$ cat config.mk
export PLATFORM = sky130hd
export DESIGN_NAME = tofs_turnoff_summary
export DESIGN_NICKNAME = d
export VERILOG_FILES = /design/src/core/tofs_pkg.sv /design/src/core/tofs_setting_mem.sv /design/src/core/tofs_turnoff_summary.sv
export VERILOG_INCLUDE_DIRS = /design/src /design/src/core
export SDC_FILE = /design/constraint.sdc
export NUM_CORES = 1
export LEC_CHECK = 0
export BUFFER_PORTS_ARGS = -buffer_cell sky130_fd_sc_hd__buf_2
export CAP_MARGIN = 20
export CORE_AREA = 2 2 94 96
export CTS_CLUSTER_DIAMETER = 60
export DETAILED_ROUTE_END_ITERATION = 6
export DIE_AREA = 0 0 96 98
export PLACE_DENSITY = 0.9
export REMOVE_ABC_BUFFERS = 1
export SLEW_MARGIN = 20
export SYNTH_ARGS = -nofsm -noshare
export SYNTH_HDL_FRONTEND = slang
export SYNTH_HIERARCHICAL = 1
export SYNTH_SLANG_ARGS = --single-unit
$ cat constraint.sdc
create_clock -name core_clk -period 4.7 [get_ports core_clk]
set_input_delay 0.235 -clock core_clk [delete_from_list [all_inputs] [get_ports core_clk]]
set_output_delay 0.235 -clock core_clk [all_outputs]
set_load 0.02 [all_outputs]
$ cat src/core/tofs_params.svh
// Offsets, field positions, reset values and timing counts for the turn-off/summary bank
`ifndef TOFS_PARAMS_SVH
`define TOFS_PARAMS_SVH
`define TOFS_CMD_DELAY_TIME 8'h64
`define TOFS_CMD_FALL_TIME 8'h65
`define TOFS_CMD_SUMMARY 8'h78
`define TOFS_CMD_STATUS_WORD 8'h79
`define TOFS_MANT_W 7
`define TOFS_MANT_RESET 7'h00
`define TOFS_MS_W 7
`define TOFS_CLK_HZ 50000000
`define TOFS_TICK_MS 1
`define TOFS_CYC_PER_MS ((`TOFS_CLK_HZ / 1000) * `TOFS_TICK_MS)
`define TOFS_PRE_W 16
`define TOFS_FALL_MIN_MS 7'h01
`define TOFS_SUM_OFF 6
`define TOFS_SUM_OVERVOLT 5
`define TOFS_SUM_OVERCUR 4
`define TOFS_SUM_TEMP 2
`define TOFS_SUM_COMM 1
`define TOFS_SUM_OTH 0
`define TOFS_SRC_BIT 7
`define TOFS_MAP_BKT_N 16
`endif

$ cat src/core/tofs_pkg.sv
// Types for the turn-off timing and fault summary bank
`default_nettype none
package tofs_pkg;
    typedef enum logic [1:0] {TOFS_IDLE, TOFS_DELAY, TOFS_FALL} tofs_seq_t;
    typedef logic [7:0] tofs_byte_t;
endpackage : tofs_pkg
`default_nettype wire

$ cat src/core/tofs_setting_mem.sv
// Two-word store for the programmable turn-off mantissas, registered read data
`default_nettype none
`include "tofs_params.svh"
module tofs_setting_mem (
    input wire logic core_clk,
    input wire logic resetn,
    input wire logic wrEn,
    input wire logic wrSel,
    input wire logic [`TOFS_MANT_W-1:0] wrData,
    input wire logic rdSel,
    output logic [`TOFS_MANT_W-1:0] rdData,
    output logic [`TOFS_MANT_W-1:0] delayMant,
    output logic [`TOFS_MANT_W-1:0] fallMant
);
    import tofs_pkg::*;
    logic [`TOFS_MANT_W-1:0] word_r [2];

    always_ff @(posedge core_clk) begin
        if (!resetn) begin
            word_r[0] <= `TOFS_MANT_RESET;
            word_r[1] <= `TOFS_MANT_RESET;
        end else if (wrEn) begin
            word_r[wrSel] <= wrData;
        end
    end

    always_ff @(posedge core_clk) begin
        if (!resetn) begin
            rdData <= `TOFS_MANT_RESET;
        end else begin
            rdData <= (wrEn && wrSel == rdSel) ? wrData : word_r[rdSel];
        end
    end

    assign delayMant = word_r[0];
    assign fallMant = word_r[1];
endmodule : tofs_setting_mem
`default_nettype wire

$ cat src/core/tofs_turnoff_summary.sv
// Turn-off delay/fall registers, turn-off sequencer and fault summary byte
// Behaviour
// - Exponent fixed zero, writes to it ignored.
// - Upper mantissa reads zero; low seven writable.
// - Only sixteen effective delay durations exist.
// - Delay mantissa maps through bucket table.
// - Delay counted from stop to fall start.
// - Ramp down over effective fall time.
// - Fall mantissa zero ramps in 1 ms.
// - Fall uses delay table, minimum 1 ms.
// - Loop slave access NACKed, flags fault, alerts.
// - Store-all copies both settings to memory.
// - Summary byte bit layout; bits 7,3 zero.
// - Off flag set while converter disabled.
// - Overvoltage mirrors voltage status bit 7, forced zero while loop slave.
// - Overcurrent mirrors current status bit 7.
// - Masking through source status bits; loop slave also masks overvoltage.
// - Summary writes ignored; clears follow sources.
// - Temperature bit ORs temperature status.
// - Comm bit ORs communication status.
// - Other bit ORs listed minor conditions.
// - Other bit reads one after reset; here it has no reset value and reads one only while a listed source is set.
// - Status word low byte equals summary.
`default_nettype none
`include "tofs_params.svh"
module tofs_turnoff_summary (
    input wire logic core_clk,
    input wire logic resetn,
    input wire logic loopSlave,
    input wire logic cmdValid,
    input wire logic cmdWrite,
    input wire logic [7:0] cmdCode,
    input wire logic [15:0] cmdWrData,
    output logic cmdAck,
    output logic cmdNack,
    output logic [15:0] cmdRdData,
    output logic cmdRdValid,
    output logic invalidCmdFault,
    output logic smbAlertReq,
    input wire logic storeAll,
    output logic nvmWrEn,
    output logic [15:0] nvmDelayWord,
    output logic [15:0] nvmFallWord,
    input wire logic stopReq,
    output logic rampActive,
    output logic fallActive,
    output logic [6:0] fallMsOut,
    input wire logic convEnabled,
    input wire tofs_pkg::tofs_byte_t output_voltage_status,
    input wire tofs_pkg::tofs_byte_t output_current_status,
    input wire tofs_pkg::tofs_byte_t temperature_status,
    input wire tofs_pkg::tofs_byte_t communication_status,
    input wire logic undervoltFault,
    input wire logic overcurrentWarn,
    input wire logic overvoltWarn,
    input wire logic undervoltWarn,
    input wire logic turn_on_timeout_fault,
    input wire logic lowInputVoltage,
    input wire logic setpoint_limit_warning,
    input wire logic bandgap_overtemp_fault,
    input wire logic internal_supply_fault,
    output tofs_pkg::tofs_byte_t faultSummary,
    output logic [15:0] statusWordLow
);
    import tofs_pkg::*;

    // Bucket table; 0 stays 0 so the fall path applies its own floor
    function automatic logic [`TOFS_MS_W-1:0] bucketMs(input logic [`TOFS_MANT_W-1:0] m);
        if (m <= 7'd6) bucketMs = m;
        else if (m <= 7'd9) bucketMs = 7'd7;
        else if (m <= 7'd12) bucketMs = 7'd10;
        else if (m <= 7'd17) bucketMs = 7'd14;
        else if (m <= 7'd22) bucketMs = 7'd19;
        else if (m <= 7'd32) bucketMs = 7'd27;
        else if (m <= 7'd44) bucketMs = 7'd37;
        else if (m <= 7'd62) bucketMs = 7'd52;
        else if (m <= 7'd86) bucketMs = 7'd72;
        else bucketMs = 7'd100;
    endfunction : bucketMs

    function automatic logic [15:0] linWord(input logic [`TOFS_MANT_W-1:0] m);
        linWord = {9'h000, m};
    endfunction : linWord

    logic isTurnoff;
    logic hit;
    logic memWr;
    logic [`TOFS_MANT_W-1:0] memRd;
    logic [`TOFS_MANT_W-1:0] delayMant;
    logic [`TOFS_MANT_W-1:0] fallMant;
    logic [`TOFS_MS_W-1:0] delayMs;
    logic [`TOFS_MS_W-1:0] fallMs;
    logic rdPend_r;
    logic rdIsSetting_r;
    tofs_byte_t sumHold_r;

    assign isTurnoff = cmdCode == `TOFS_CMD_DELAY_TIME || cmdCode == `TOFS_CMD_FALL_TIME;
    assign hit = isTurnoff || (!cmdWrite && (cmdCode == `TOFS_CMD_SUMMARY || cmdCode == `TOFS_CMD_STATUS_WORD));
    // Loop slave locks out both turn-off commands entirely
    assign memWr = cmdValid && cmdWrite && isTurnoff && !loopSlave;
    assign cmdNack = cmdValid && isTurnoff && loopSlave;
    // Summary writes are not ours to take; left to the command decoder
    assign cmdAck = cmdValid && hit && !cmdNack;

    tofs_setting_mem uMem (
        .core_clk(core_clk),
        .resetn(resetn),
        .wrEn(memWr),
        .wrSel(cmdCode == `TOFS_CMD_FALL_TIME),
        .wrData(cmdWrData[`TOFS_MANT_W-1:0]),
        .rdSel(cmdCode == `TOFS_CMD_FALL_TIME),
        .rdData(memRd),
        .delayMant(delayMant),
        .fallMant(fallMant)
    );

    always_ff @(posedge core_clk) begin
        if (!resetn) begin
            invalidCmdFault <= 1'b0;
            smbAlertReq <= 1'b0;
        end else begin
            invalidCmdFault <= cmdNack;
            smbAlertReq <= cmdNack;
        end
    end

    always_ff @(posedge core_clk) begin
        if (!resetn) begin
            rdPend_r <= 1'b0;
            rdIsSetting_r <= 1'b0;
        end else begin
            rdPend_r <= cmdValid && !cmdWrite && cmdAck;
            rdIsSetting_r <= isTurnoff;
        end
    end

    assign cmdRdValid = rdPend_r;
    assign cmdRdData = rdIsSetting_r ? linWord(memRd) : {8'h00, sumHold_r};

    always_ff @(posedge core_clk) begin
        if (!resetn) begin
            nvmWrEn <= 1'b0;
            nvmDelayWord <= 16'h0000;
            nvmFallWord <= 16'h0000;
        end else begin
            nvmWrEn <= storeAll;
            if (storeAll) begin
                nvmDelayWord <= linWord(delayMant);
                nvmFallWord <= linWord(fallMant);
            end
        end
    end

    // Sequencer
    assign delayMs = bucketMs(delayMant);
    // Zero means fastest ramp, which is 1 ms
    assign fallMs = (fallMant <= 7'd1) ? `TOFS_FALL_MIN_MS : bucketMs(fallMant);

    localparam int unsigned CycPerMs = `TOFS_CYC_PER_MS;
    logic [`TOFS_PRE_W-1:0] pre_r;
    logic msTick;
    tofs_seq_t seq_r;
    logic [`TOFS_MS_W-1:0] msLeft_r;

    assign msTick = pre_r == `TOFS_PRE_W'(CycPerMs - 1);

    always_ff @(posedge core_clk) begin
        if (!resetn || seq_r == TOFS_IDLE) begin
            pre_r <= '0;
        end else begin
            pre_r <= msTick ? '0 : pre_r + 1'b1;
        end
    end

    always_ff @(posedge core_clk) begin
        if (!resetn) begin
            seq_r <= TOFS_IDLE;
            msLeft_r <= '0;
        end else begin
            unique case (seq_r)
                TOFS_IDLE: begin
                    if (stopReq) begin
                        if (delayMs == '0) begin
                            seq_r <= TOFS_FALL;
                            msLeft_r <= fallMs;
                        end else begin
                            seq_r <= TOFS_DELAY;
                            msLeft_r <= delayMs;
                        end
                    end
                end
                TOFS_DELAY: begin
                    if (msTick) begin
                        if (msLeft_r == 7'd1) begin
                            seq_r <= TOFS_FALL;
                            msLeft_r <= fallMs;
                        end else begin
                            msLeft_r <= msLeft_r - 1'b1;
                        end
                    end
                end
                TOFS_FALL: begin
                    if (msTick) begin
                        if (msLeft_r == 7'd1) seq_r <= TOFS_IDLE;
                        else msLeft_r <= msLeft_r - 1'b1;
                    end
                end
            endcase
        end
    end

    assign rampActive = seq_r != TOFS_IDLE;
    assign fallActive = seq_r == TOFS_FALL;

    always_ff @(posedge core_clk) begin
        if (!resetn) fallMsOut <= `TOFS_FALL_MIN_MS;
        else fallMsOut <= fallMs;
    end

    // Summary byte; combinational, but command reads return the copy registered at the taking edge
    tofs_byte_t sumNow;
    always_comb begin
        sumNow = 8'h00;
        sumNow[`TOFS_SUM_OFF] = !convEnabled;
        // Masks live in the source registers; only loop slave gates overvoltage here
        sumNow[`TOFS_SUM_OVERVOLT] = output_voltage_status[`TOFS_SRC_BIT] && !loopSlave;
        sumNow[`TOFS_SUM_OVERCUR] = output_current_status[`TOFS_SRC_BIT];
        sumNow[`TOFS_SUM_TEMP] = |temperature_status;
        sumNow[`TOFS_SUM_COMM] = |communication_status;
        sumNow[`TOFS_SUM_OTH] = undervoltFault | overcurrentWarn | overvoltWarn | undervoltWarn
            | turn_on_timeout_fault | lowInputVoltage | setpoint_limit_warning
            | bandgap_overtemp_fault | internal_supply_fault;
    end
    assign faultSummary = sumNow;
    assign statusWordLow = {8'h00, sumNow};

    always_ff @(posedge core_clk) begin
        if (!resetn) sumHold_r <= 8'h00;
        else sumHold_r <= sumNow;
    end

    chk_nack_no_write: assert property (@(posedge core_clk) disable iff (!resetn)
        cmdValid && loopSlave && isTurnoff |-> !memWr ##1 invalidCmdFault && smbAlertReq)
        else $error("loop slave access not refused");
    chk_loop_keeps: assert property (@(posedge core_clk) disable iff (!resetn)
        cmdValid && loopSlave && isTurnoff |=> $stable(delayMant) && $stable(fallMant))
        else $error("loop slave access changed a setting");
    chk_exp_zero: assert property (@(posedge core_clk) disable iff (!resetn)
        cmdRdValid && rdIsSetting_r |-> cmdRdData[15:7] == 9'h000)
        else $error("exponent or upper mantissa nonzero");
    chk_write_lands: assert property (@(posedge core_clk) disable iff (!resetn)
        cmdValid && cmdWrite && cmdCode == `TOFS_CMD_DELAY_TIME && !loopSlave
        |=> delayMant == $past(cmdWrData[`TOFS_MANT_W-1:0]))
        else $error("delay write did not land");
    chk_fall_floor: assert property (@(posedge core_clk) disable iff (!resetn)
        fallMant <= 7'd1 |-> fallMs == 7'd1)
        else $error("fall floor wrong");
    chk_fall_table: assert property (@(posedge core_clk) disable iff (!resetn)
        fallMant > 7'h56 |-> fallMs == 7'h64)
        else $error("fall top bucket wrong");

    // One check per delay range edge pair
    chk_bucket_direct: assert property (@(posedge core_clk) disable iff (!resetn)
        delayMant <= 7'h06 |-> delayMs == delayMant)
        else $error("direct delay bucket wrong");
    chk_bucket_seven: assert property (@(posedge core_clk) disable iff (!resetn)
        delayMant > 7'h06 && delayMant <= 7'h09 |-> delayMs == 7'h07)
        else $error("bucket 7 wrong");
    chk_bucket_ten: assert property (@(posedge core_clk) disable iff (!resetn)
        delayMant > 7'h09 && delayMant <= 7'h0c |-> delayMs == 7'h0a)
        else $error("bucket 10 wrong");
    chk_bucket_fourteen: assert property (@(posedge core_clk) disable iff (!resetn)
        delayMant > 7'h0c && delayMant <= 7'h11 |-> delayMs == 7'h0e)
        else $error("bucket 14 wrong");
    chk_bucket_nineteen: assert property (@(posedge core_clk) disable iff (!resetn)
        delayMant > 7'h11 && delayMant <= 7'h16 |-> delayMs == 7'h13)
        else $error("bucket 19 wrong");
    chk_bucket_twentyseven: assert property (@(posedge core_clk) disable iff (!resetn)
        delayMant > 7'h16 && delayMant <= 7'h20 |-> delayMs == 7'h1b)
        else $error("bucket 27 wrong");
    chk_bucket_thirtyseven: assert property (@(posedge core_clk) disable iff (!resetn)
        delayMant > 7'h20 && delayMant <= 7'h2c |-> delayMs == 7'h25)
        else $error("bucket 37 wrong");
    chk_bucket_fiftytwo: assert property (@(posedge core_clk) disable iff (!resetn)
        delayMant > 7'h2c && delayMant <= 7'h3e |-> delayMs == 7'h34)
        else $error("bucket 52 wrong");
    chk_bucket_top: assert property (@(posedge core_clk) disable iff (!resetn)
        delayMant > 7'd86 |-> delayMs == 7'd100)
        else $error("top bucket wrong");
    chk_bucket_mid: assert property (@(posedge core_clk) disable iff (!resetn)
        delayMant > 7'd62 && delayMant <= 7'd86 |-> delayMs == 7'd72)
        else $error("bucket 72 wrong");

    chk_tick_bound: assert property (@(posedge core_clk) disable iff (!resetn)
        pre_r <= `TOFS_PRE_W'(CycPerMs - 1))
        else $error("millisecond prescaler overran");
    chk_stop_starts: assert property (@(posedge core_clk) disable iff (!resetn)
        seq_r == TOFS_IDLE && stopReq |=> rampActive)
        else $error("stop did not start turn-off");
    chk_fall_follows: assert property (@(posedge core_clk) disable iff (!resetn)
        seq_r == TOFS_DELAY && msTick && msLeft_r == 7'd1 |=> fallActive)
        else $error("fall did not follow delay");
    chk_fall_ends: assert property (@(posedge core_clk) disable iff (!resetn)
        fallActive && msTick && msLeft_r == 7'h01 |=> !rampActive)
        else $error("fall did not end");
    chk_overvolt_mirror: assert property (@(posedge core_clk) disable iff (!resetn)
        faultSummary[`TOFS_SUM_OVERVOLT] == (output_voltage_status[`TOFS_SRC_BIT] && !loopSlave))
        else $error("overvoltage mirror wrong");
    chk_overcur_mirror: assert property (@(posedge core_clk) disable iff (!resetn)
        faultSummary[`TOFS_SUM_OVERCUR] == output_current_status[`TOFS_SRC_BIT])
        else $error("overcurrent mirror wrong");
    chk_temp_or: assert property (@(posedge core_clk) disable iff (!resetn)
        faultSummary[`TOFS_SUM_TEMP] == |temperature_status)
        else $error("temperature summary wrong");
    chk_comm_or: assert property (@(posedge core_clk) disable iff (!resetn)
        faultSummary[`TOFS_SUM_COMM] == |communication_status)
        else $error("communication summary wrong");
    chk_summary_ignored: assert property (@(posedge core_clk) disable iff (!resetn)
        cmdValid && cmdWrite && (cmdCode == `TOFS_CMD_SUMMARY || cmdCode == `TOFS_CMD_STATUS_WORD) |-> !cmdAck)
        else $error("summary write accepted");
    chk_sum_reserved: assert property (@(posedge core_clk) disable iff (!resetn)
        faultSummary[7] == 1'b0 && faultSummary[3] == 1'b0 && statusWordLow[7:0] == faultSummary)
        else $error("summary layout wrong");
    chk_off_flag: assert property (@(posedge core_clk) disable iff (!resetn)
        faultSummary[`TOFS_SUM_OFF] == !convEnabled)
        else $error("off flag wrong");
    chk_read_answer: assert property (@(posedge core_clk) disable iff (!resetn)
        cmdValid && !cmdWrite && cmdAck |=> cmdRdValid)
        else $error("read not answered next cycle");
    chk_store_copy: assert property (@(posedge core_clk) disable iff (!resetn)
        storeAll |=> nvmWrEn && nvmFallWord == linWord($past(fallMant)))
        else $error("store copy wrong");

    cov_full_seq: cover property (@(posedge core_clk) disable iff (!resetn)
        seq_r == TOFS_FALL ##1 seq_r == TOFS_IDLE);
    cov_nack: cover property (@(posedge core_clk) disable iff (!resetn) cmdNack);
    cov_read: cover property (@(posedge core_clk) disable iff (!resetn) cmdRdValid && rdIsSetting_r);
    cov_status_read: cover property (@(posedge core_clk) disable iff (!resetn) cmdRdValid && !rdIsSetting_r);
    cov_store: cover property (@(posedge core_clk) disable iff (!resetn) nvmWrEn);
endmodule : tofs_turnoff_summary
`default_nettype wire

[After elaboration in Yosys (flattened, before gate mapping)]
Memory sizes are Yosys's and may differ from the RTL's. A register that Yosys moved wholly into a read port is not among the register bits.
Index checks and enable logic that the tools add are counted.
Widths: inputs -> output; s select.
Word-level totals
  input port bits: 73
  register bits after elaboration: 58
  latch bits: 0
  memory bits (read-only): 0
  output and inout port bits: 87
  memory bits (writable): 14
  memories kept: 1
  word-level logic and storage cells: 127
Cells by class
  bitwise gates (word level): 8
  multiplexer cells: 41
  reductions and logical operators: 30
  add/subtract/negate cells: 2
  multiply operators: 0
  shifts and indexed selects: 0
  divide/modulo/power cells: 0
  eq/ne operators: 14
  magnitude comparators: 19
Memory list
  uMem.word_r: words 2, bits a word 7, rd ports 3, clocked after Yosys merged registers in 1, write ports 2, line tofs_setting_mem.sv:16  | logic [`TOFS_MANT_W-1:0] word_r [2];
Operators with widths (number)
  $mux 7: 24
  $le 7x6->1 const B: 6
  $eq 8x7->1 const B: 4
  $le 7x4->1 const B: 4
  $le 7x5->1 const B: 4
  $pmux 7 s3: 1
  $add 16x1->16 const B: 1
  $eq 16x16->1 const B: 1
  $reduce_or 8->1: 2
  $le 7x3->1 const B: 2
  $le 7x7->1 const B: 2
  $mux 2: 6
  $mux 6: 2
  $logic_and 1x1->1: 11
  $mux 8: 1
  $ne 2x2->1 const B: 4
  $or 1x1->1: 8
  $eq 7x1->1 const B: 1
  $le 7x1->1 const B: 1
  $logic_not 7->1: 1
  $reduce_or 7->1: 1
  $sub 7x1->7 const B: 1
  $logic_not 1->1: 6
  $mux 1: 6
  other kinds (10): 14

[Depth between registers and ports, before layout]
Gate-level depths: netlist (run 1).
An unclocked memory read counts as a cell.
  depth after elaboration: 15
  gate-level depth with buffers: 8

[Cells and area by module]
Netlist (run 1), hierarchy kept.
Modules (own cells, without submodules)
  tofs_turnoff_summary: area an instance 3474.6 sq um, cells an instance 427, instances 1
  tofs_setting_mem: area an instance 933.4 sq um, cells an instance 74, instances 1

[Worst setup path before layout (run 1)]
Ideal clock, no wire load.
  path kind: input port to flip-flop
  start point: input port cmdCode[1]
  end point: memory uMem/word_r[0][0] (netlist name), enable pin
  buffers on the path: 0
  arrival: 1.819 ns
  path slack: 2.500 ns
  cell stages on the path: 5
  setup time: 0.381 ns
  required time: 4.319 ns
  cell sequence: nor4bb_1 > nor4bb_1 > and4b_1 > nand2_1 > o21ai_0
RTL lines
  start, declared: line tofs_turnoff_summary.sv:32  | input wire logic [7:0] cmdCode,
  end, declared: line tofs_setting_mem.sv:16

==> flow_summary.toml, run 1 <==
[floorplanning]
initial_core_util_pct = 52.1
dieArea_mm2 = 0.00941
rows = 34
ios = 160
core_area_mm2 = 0.00847
die_w_um = 96
die_h_um = 98

[clock_network]
cts_root_buf = "clkbuf_8"
tritoncts = "built"
cts_setup_buffers = 0
cts_buffers = 9
post_cts_resized = 0
htree_levels = 3
clock_latency_ns = 0.37
cts.clk_slew.worst_paths_ns = 0.09
cts_buffer_depth = 2
clock-sinks = 77
hold_buffers = 0

[sta]
rsz0062_at_grt = "false"
holdWs_ns = 0.0236
finalSetupViolations = 0
hold_violations = 0
finalSetupTns_ns = 0
slew-limit-headroom_pct = 36.4
slew_violations = 0
max_slew.worst_pin.slew_ns = 0.943
fmax_mhz = 377
fin_crit_sh_pct = 56.4
period_needed_ns = 2.65
fin_skew_ns = 0.0160

[grt]
antenna_found_initial = 0
grt_usage_pct = 22.0
grt_max_degree = 28
grt_pass1_vias = 3579
gr-total-overflow = 0
grt_pass1_wl_um = 16400

[route]
vias = 3819
firstDrtPassIters = 5
drc = 0
wirelength_um = 10300
drt_iter0_drc = 211
wire_per_inst_um = 15.0
ant_nets = 0
viasPerCell = 5.54

[logic_synthesis]
synth_ff_type = "dfxtp_1"
synth_cells = 501
synthArstFlopShare_pct = 0
ys_seq_elements = 77
ys_seq_area_share_pct = 38.1
syn_area_mm2 = 0.00441
yosys_warnings = 6
synth_area_per_cell_um2 = 8.80
synth_edf_count = 14
synthDistinctLibCells = 69

[cells_and_area]
final_nets = 655
fill_cells = 706
syn_to_final_growth_pct = 11.1
fin_area_mm2 = 0.00490
n_antenna_cell = 0
layout-drive-gt1-share_pct = 25.3
layout_common_cells = "97 x buf_2, 63 x dfxtp_1, 55 x nor2_1"
final_cell_count_no_fill = 689
final_common_cell = "buf_2"

[pwr]
power_density_mw_per_mm2 = 372
vdd_drop_max_uv = 203
p_comb_share_pct = 30.6
p_seq_share_pct = 43.4
p_sw_share_pct = 37.3
p_sw_mw = 0.680
p_int_mw = 1.14
leakagePower_nw = 2.10
power_frac_clock_pct = 26.0

[critical_path]
start_kind = "input port"
worst_setup_path_end_kind = "register"
crit_type = "in -> reg"
critPathRequiredTime_ns = 4.73
r2r_slack_ns = 2.35
cp_max_fo = 12
critPathArrivalTime_ns = 2.68

[place]
dp_cells = 673
dpl-instance-area_mm2 = 0.00472
port_buffers = 97
post-dp-hpwl_um = 7490
gp_congestion = 0.948

[outcome]
status = "finished clean"

[flow_run]
cap_violations = 0

[hold_path]
hold_path.class = "in -> reg"
==> power by group through the flow <==
stage	clock [mW]	combinational, mW	sequential (mW)
final	0.473	0.558	0.791
after global routing	0.513	0.618	0.800
after CTS	0.484	0.552	0.790
after detailed placement	0	0.548	0.805
after global placement	0	0.529	0.799
after floorplan	0	0.398	0.803
==> cells by family (layout without fill, tap and decap cells) <==
kind of cell               after synthesis  after routing  synth area share (%)
other                                    1             39                0.0851
buffers and inverters                   88            130                  11.8
DFF                                     77             77                  38.1
AOI/OAI and AO/OA                       92             92                  14.4
adders and majority gates                6              6                  1.70
and+or+nand+nor                        190            190                  22.8
xor gates and xnor gates                16             16                  3.61
muxes                                   31             31                  7.41
==> registers in the layout, summed over array words and instances, names as in the netlist, 2 cells and up <==
name,cells
nvmFallWord,7
msLeft_r,7
sumHold_r,6
nvmDelayWord,7
uMem/rdData,7
fallMsOut,7
pre_r,16
uMem/word_r,14
seq_r,2
==> synthesized netlist by cell type, drive strengths merged, types with 3 or more instances <==
library cell | number | share of area, %
a31oi | 3 | 0.43
nor4bb | 3 | 0.68
and2 | 26 | 3.8
inv | 15 | 1.3
ha | 6 | 1.7
nor4 | 8 | 1.5
a21o | 3 | 0.51
mux2 | 13 | 3.3
o31ai | 4 | 0.68
and3 | 7 | 0.99
nor3b | 3 | 0.51
o221ai | 5 | 0.99
xnor2 | 8 | 2.0
o21ai | 22 | 3.1
nor3 | 13 | 1.5
a41oi | 3 | 0.60
xor2 | 8 | 1.6
dfxtp | 63 | 29
or3 | 5 | 0.77
nand3 | 20 | 2.3
edfxtp | 14 | 9.5
o21a | 3 | 0.51
buf | 53 | 8.8
nand2 | 29 | 2.5
clkbuf | 19 | 1.7
nor2 | 55 | 4.7
nand4 | 3 | 0.43
mux2i | 18 | 4.1
a21oi | 29 | 3.5
==> critical path, cell delays in order <==
cell and delay [ns]:
buf_2 0.10, nor4bb_1 0.35, nor4bb_1 0.54, and2_1 0.73, and3_1 0.37, nand2b_1 0.35
==> metrics by stage <==
step,utilization (%),setup WS (ns),power (mW)
detailed placement,55.7,1.73,1.35
floorplan,-,2.28,1.20
global placement,55.7,1.87,1.33
finish,57.8,2.05,1.82
CTS,57.8,2.08,1.83
global route,57.8,1.82,1.93
==> cell type report <==
| class | count | area, um^2 | area share (%) |
|---|---|---|---|
| Inverter | 16 | 60.1 | 1.23 |
| Clock inverter | 7 | 55.1 | 1.12 |
| Multi-Input combinational cell | 374 | 2350 | 47.9 |
| Sequential cell | 77 | 1680 | 34.3 |
| Clock buffer | 9 | 124 | 2.53 |
| Timing Repair Buffer | 98 | 493 | 10.1 |
| Tap cell | 108 | 135 | 2.76 |
==> layer usage <==
layer	GRT usage, %	part of all wire, %	vias to the layer above
met5	0	0	-
met4	8.57	2.4	0
met3	6.71	9.4	27
met2	36.4	49	206
met1	26.5	40	1752
li1	-	-	1834
==> worst paths after layout <==
kind                startpoint                end  cells past startpoint
max                 cmdCode[1]  uMem/word_r[1][5]                      6
min                convEnabled       sumHold_r[6]                      2
max reg2reg  uMem/word_r[1][1]        msLeft_r[2]                      6
min reg2reg           pre_r[0]           pre_r[0]                      1
No activity file was read; power rests on OpenSTA's default activity.
==> run 2: changes to the inputs <==
Settings changed: ABC_AREA set to 1, CORE_AREA 2 2 94 96 to 2 2 98 100, DIE_AREA 0 0 96 98 to 0 0 100 102, PLACE_DENSITY 0.9 to 0.86.
Clock period 4.7 ns to 2.6 ns, I/O delays scaled along.
==> run 2 against run 1 <==
Compared with the run above: critical path type is now reg -> reg; global-route usage shrank 1.6 points; critical path depth increased by 8; sequential power up 81%; hold slack improved by 0.011 ns; via count is 8.9% higher; first-iteration DRC count did not move; area after synthesis rose by 3.1%.
==> flow_summary.toml, run 2 <==
[logic_synthesis]
synth_area_per_cell_um2 = 7.15
synthXorXnorAreaFrac_pct = 1.54
synth_fa_ha_area_share_pct = 1.65
synthTopCellsByCount = "146 x nand2_1, 68 x nor2_1, 63 x dfxtp_1, 60 x inv_1, 47 x buf_4"
synth_cells = 635
ys_seq_elements = 77
syn_area_mm2 = 0.00454
synth.top_cell.area_share_pct = 27.8
yosysMostFrequentCell = "nand2_1"
synthArstFlopShare_pct = 0
synth_area_leader_cell = "dfxtp_1"
synthSimpleGateAreaFrac_pct = 29.8
synthTopCellsByArea = "dfxtp_1 28%, nand2_1 12%, edfxtp_1 9.3%"
synthDistinctLibCells = 46
synth_ff_type = "dfxtp_1"
yosys_warnings = 6
ys_seq_area_share_pct = 37.0
synth_compound_area_share_pct = 11.8
synth_top_family_by_area = "simple AND/OR/NAND/NOR gates"
synth_edf_count = 14
synth_mux_area_share_pct = 1.49

[critical_path]
r2r_slack_ns = 0.64
start_kind = "register"
critPathArrivalTime_ns = 2.24
cp_max_fo = 7
crit_type = "reg -> reg"
worst_setup_path_end_kind = "register"
timing.rr.start = "uMem/word_r[1][2]"
worstSetupStartpoint = "uMem/word_r[1][2]"
critPathRequiredTime_ns = 2.88

[route]
drc = 0
wl_met1_um = 4270
viasPerCell = 4.93
vias = 4159
wl_met3_um = 604
firstDrtPassIters = 5
wire_per_inst_um = 11.9
wirelength_um = 10100
drt_iter0_drc = 211
wl_met2_um = 5050
top_layer = "met4"
ant_nets = 0

[place]
post-dp-hpwl_um = 7640
gp_congestion = 0.902
dp_cells = 823
port_buffers = 97

[clock_network]
cts_setup_buffers = 0
tritoncts = "built"
cts_buffers = 9
clock-sinks = 77
cts_root_buf = "clkbuf_8"
cts.clk_slew.worst_paths_ns = 0.08
cts_buffer_depth = 2
htree_levels = 3
clock_latency_ns = 0.36
post_cts_resized = 0

[grt]
grt_max_degree = 30
antenna_found_initial = 0
grt_pass1_wl_um = 16700
gr-total-overflow = 0
grt_pass1_vias = 3853
grt_usage_pct = 20.4

[hold_path]
hp-start = "cmdValid"
hold_path.class = "in -> reg"

[cells_and_area]
fin_util_pct = 56.0
layout-drive-gt1-share_pct = 23.7
final_nets = 807
largest_reg_flops = 16
top_regs = "pre_r: 16 flops, uMem/word_r: 14 flops"
layout_common_cells = "146 x nand2_1, 97 x buf_2, 68 x nor2_1"
final_common_cell = "nand2_1"
regMostFlops = "pre_r"
fill_cells = 868
syn_to_final_growth_pct = 12.3
n_antenna_cell = 0
final_cell_count_no_fill = 844

[sta]
max_slew.worst_pin.slew_ns = 0.804
slew_violations = 0
rsz0062_at_grt = "false"
fin_crit_sh_pct = 75.4
finalSetupViolations = 0
slew-limit-headroom_pct = 46.3
finalSetupTns_ns = 0
hold_violations = 0
period_needed_ns = 1.96
fin_skew_ns = 0.0128
fmax_mhz = 510

[floorplanning]
rows = 35
ios = 160
die_w_um = 100
initial_core_util_pct = 49.9
dieArea_mm2 = 0.0102
die_h_um = 102
core_area_mm2 = 0.00911

[pwr]
vdd_drop_max_uv = 340
leakagePower_nw = 2.49
power_density_mw_per_mm2 = 674

[flow_run]
cap_violations = 0

[outcome]
status = "finished clean"
## run 2: report_power, final
group	total (mW)	internal, mW	switching (mW)
Clock	0.783	0.344	0.438
Sequential	1.43	1.33	0.0974
Combinational	1.23	0.430	0.800
Total	3.44	2.10	1.34
## run 2: layout make-up
class / count / area [um^2] / share of cell area (%)
clock inverters: 6 / 40.0 / 0.785
repair buffers: 105 / 558 / 10.9
clock buffers: 10 / 128 / 2.50
well taps: 111 / 139 / 2.72
flip-flops and latches: 77 / 1680 / 33.0
inverters: 81 / 309 / 6.06
multi-input cells: 454 / 2250 / 44.0
## run 2: kinds of logic after synthesis
logic type                 after synthesis
and+or+nand+nor                        303
buffers and inverters                  142
AOI/OAI and AO/OA                       92
DFF                                     77
xor gates and xnor gates                 8
adders and majority gates                6
muxes                                    6
other                                    1
## run 2: per-layer routing
| layer | global-route usage [%] | vias to the layer above |
|---|---|---|
| met5 | 0 | - |
| met4 | 8.01 | 0 |
| met3 | 4.51 | 10 |
| met2 | 37.1 | 155 |
| met1 | 23.5 | 1860 |
| li1 | - | 2134 |
## run 2: worst paths after layout
path | to | cells past startpoint
min reg2reg | pre_r[0] | 1
max | msLeft_r[3] | 14
min | cmdRdValid | 3
max reg2reg | msLeft_r[3] | 14
## run 2: metrics by stage
step | cell area [um^2] | hold slack [ns] | setup WS (ns) | power [mW]
finish | 5100 | 0.0347 | 0.641 | 3.44
global route | 5100 | 0.0494 | 0.347 | 3.71
CTS | 5100 | 0.0182 | 0.668 | 3.46
detailed placement | 4880 | 0.323 | 0.563 | 2.66
global placement | 4880 | 0.328 | 0.625 | 2.64
floorplan | 4240 | 0.202 | 0.607 | 2.37
## run 2: timing repair
item	in CTS	in global routing
hold buffers	5	0
endpoints found under the setup margin	0	0
endpoints found under the hold margin	4	0
## run 2: critical path: stages (launching register included)
cell      delay, ns
edfxtp_1       0.51
nand2_1        0.14
nor2_1         0.10
nand3_1        0.10
nand2_1        0.18
nand2_1        0.09
nand2_2        0.10
nand2_1        0.06
nand2_1        0.06
nand2_1        0.11
inv_1          0.08
nand2_1        0.05
nand2_1        0.08
nand3_1        0.08
a21oi_1        0.13
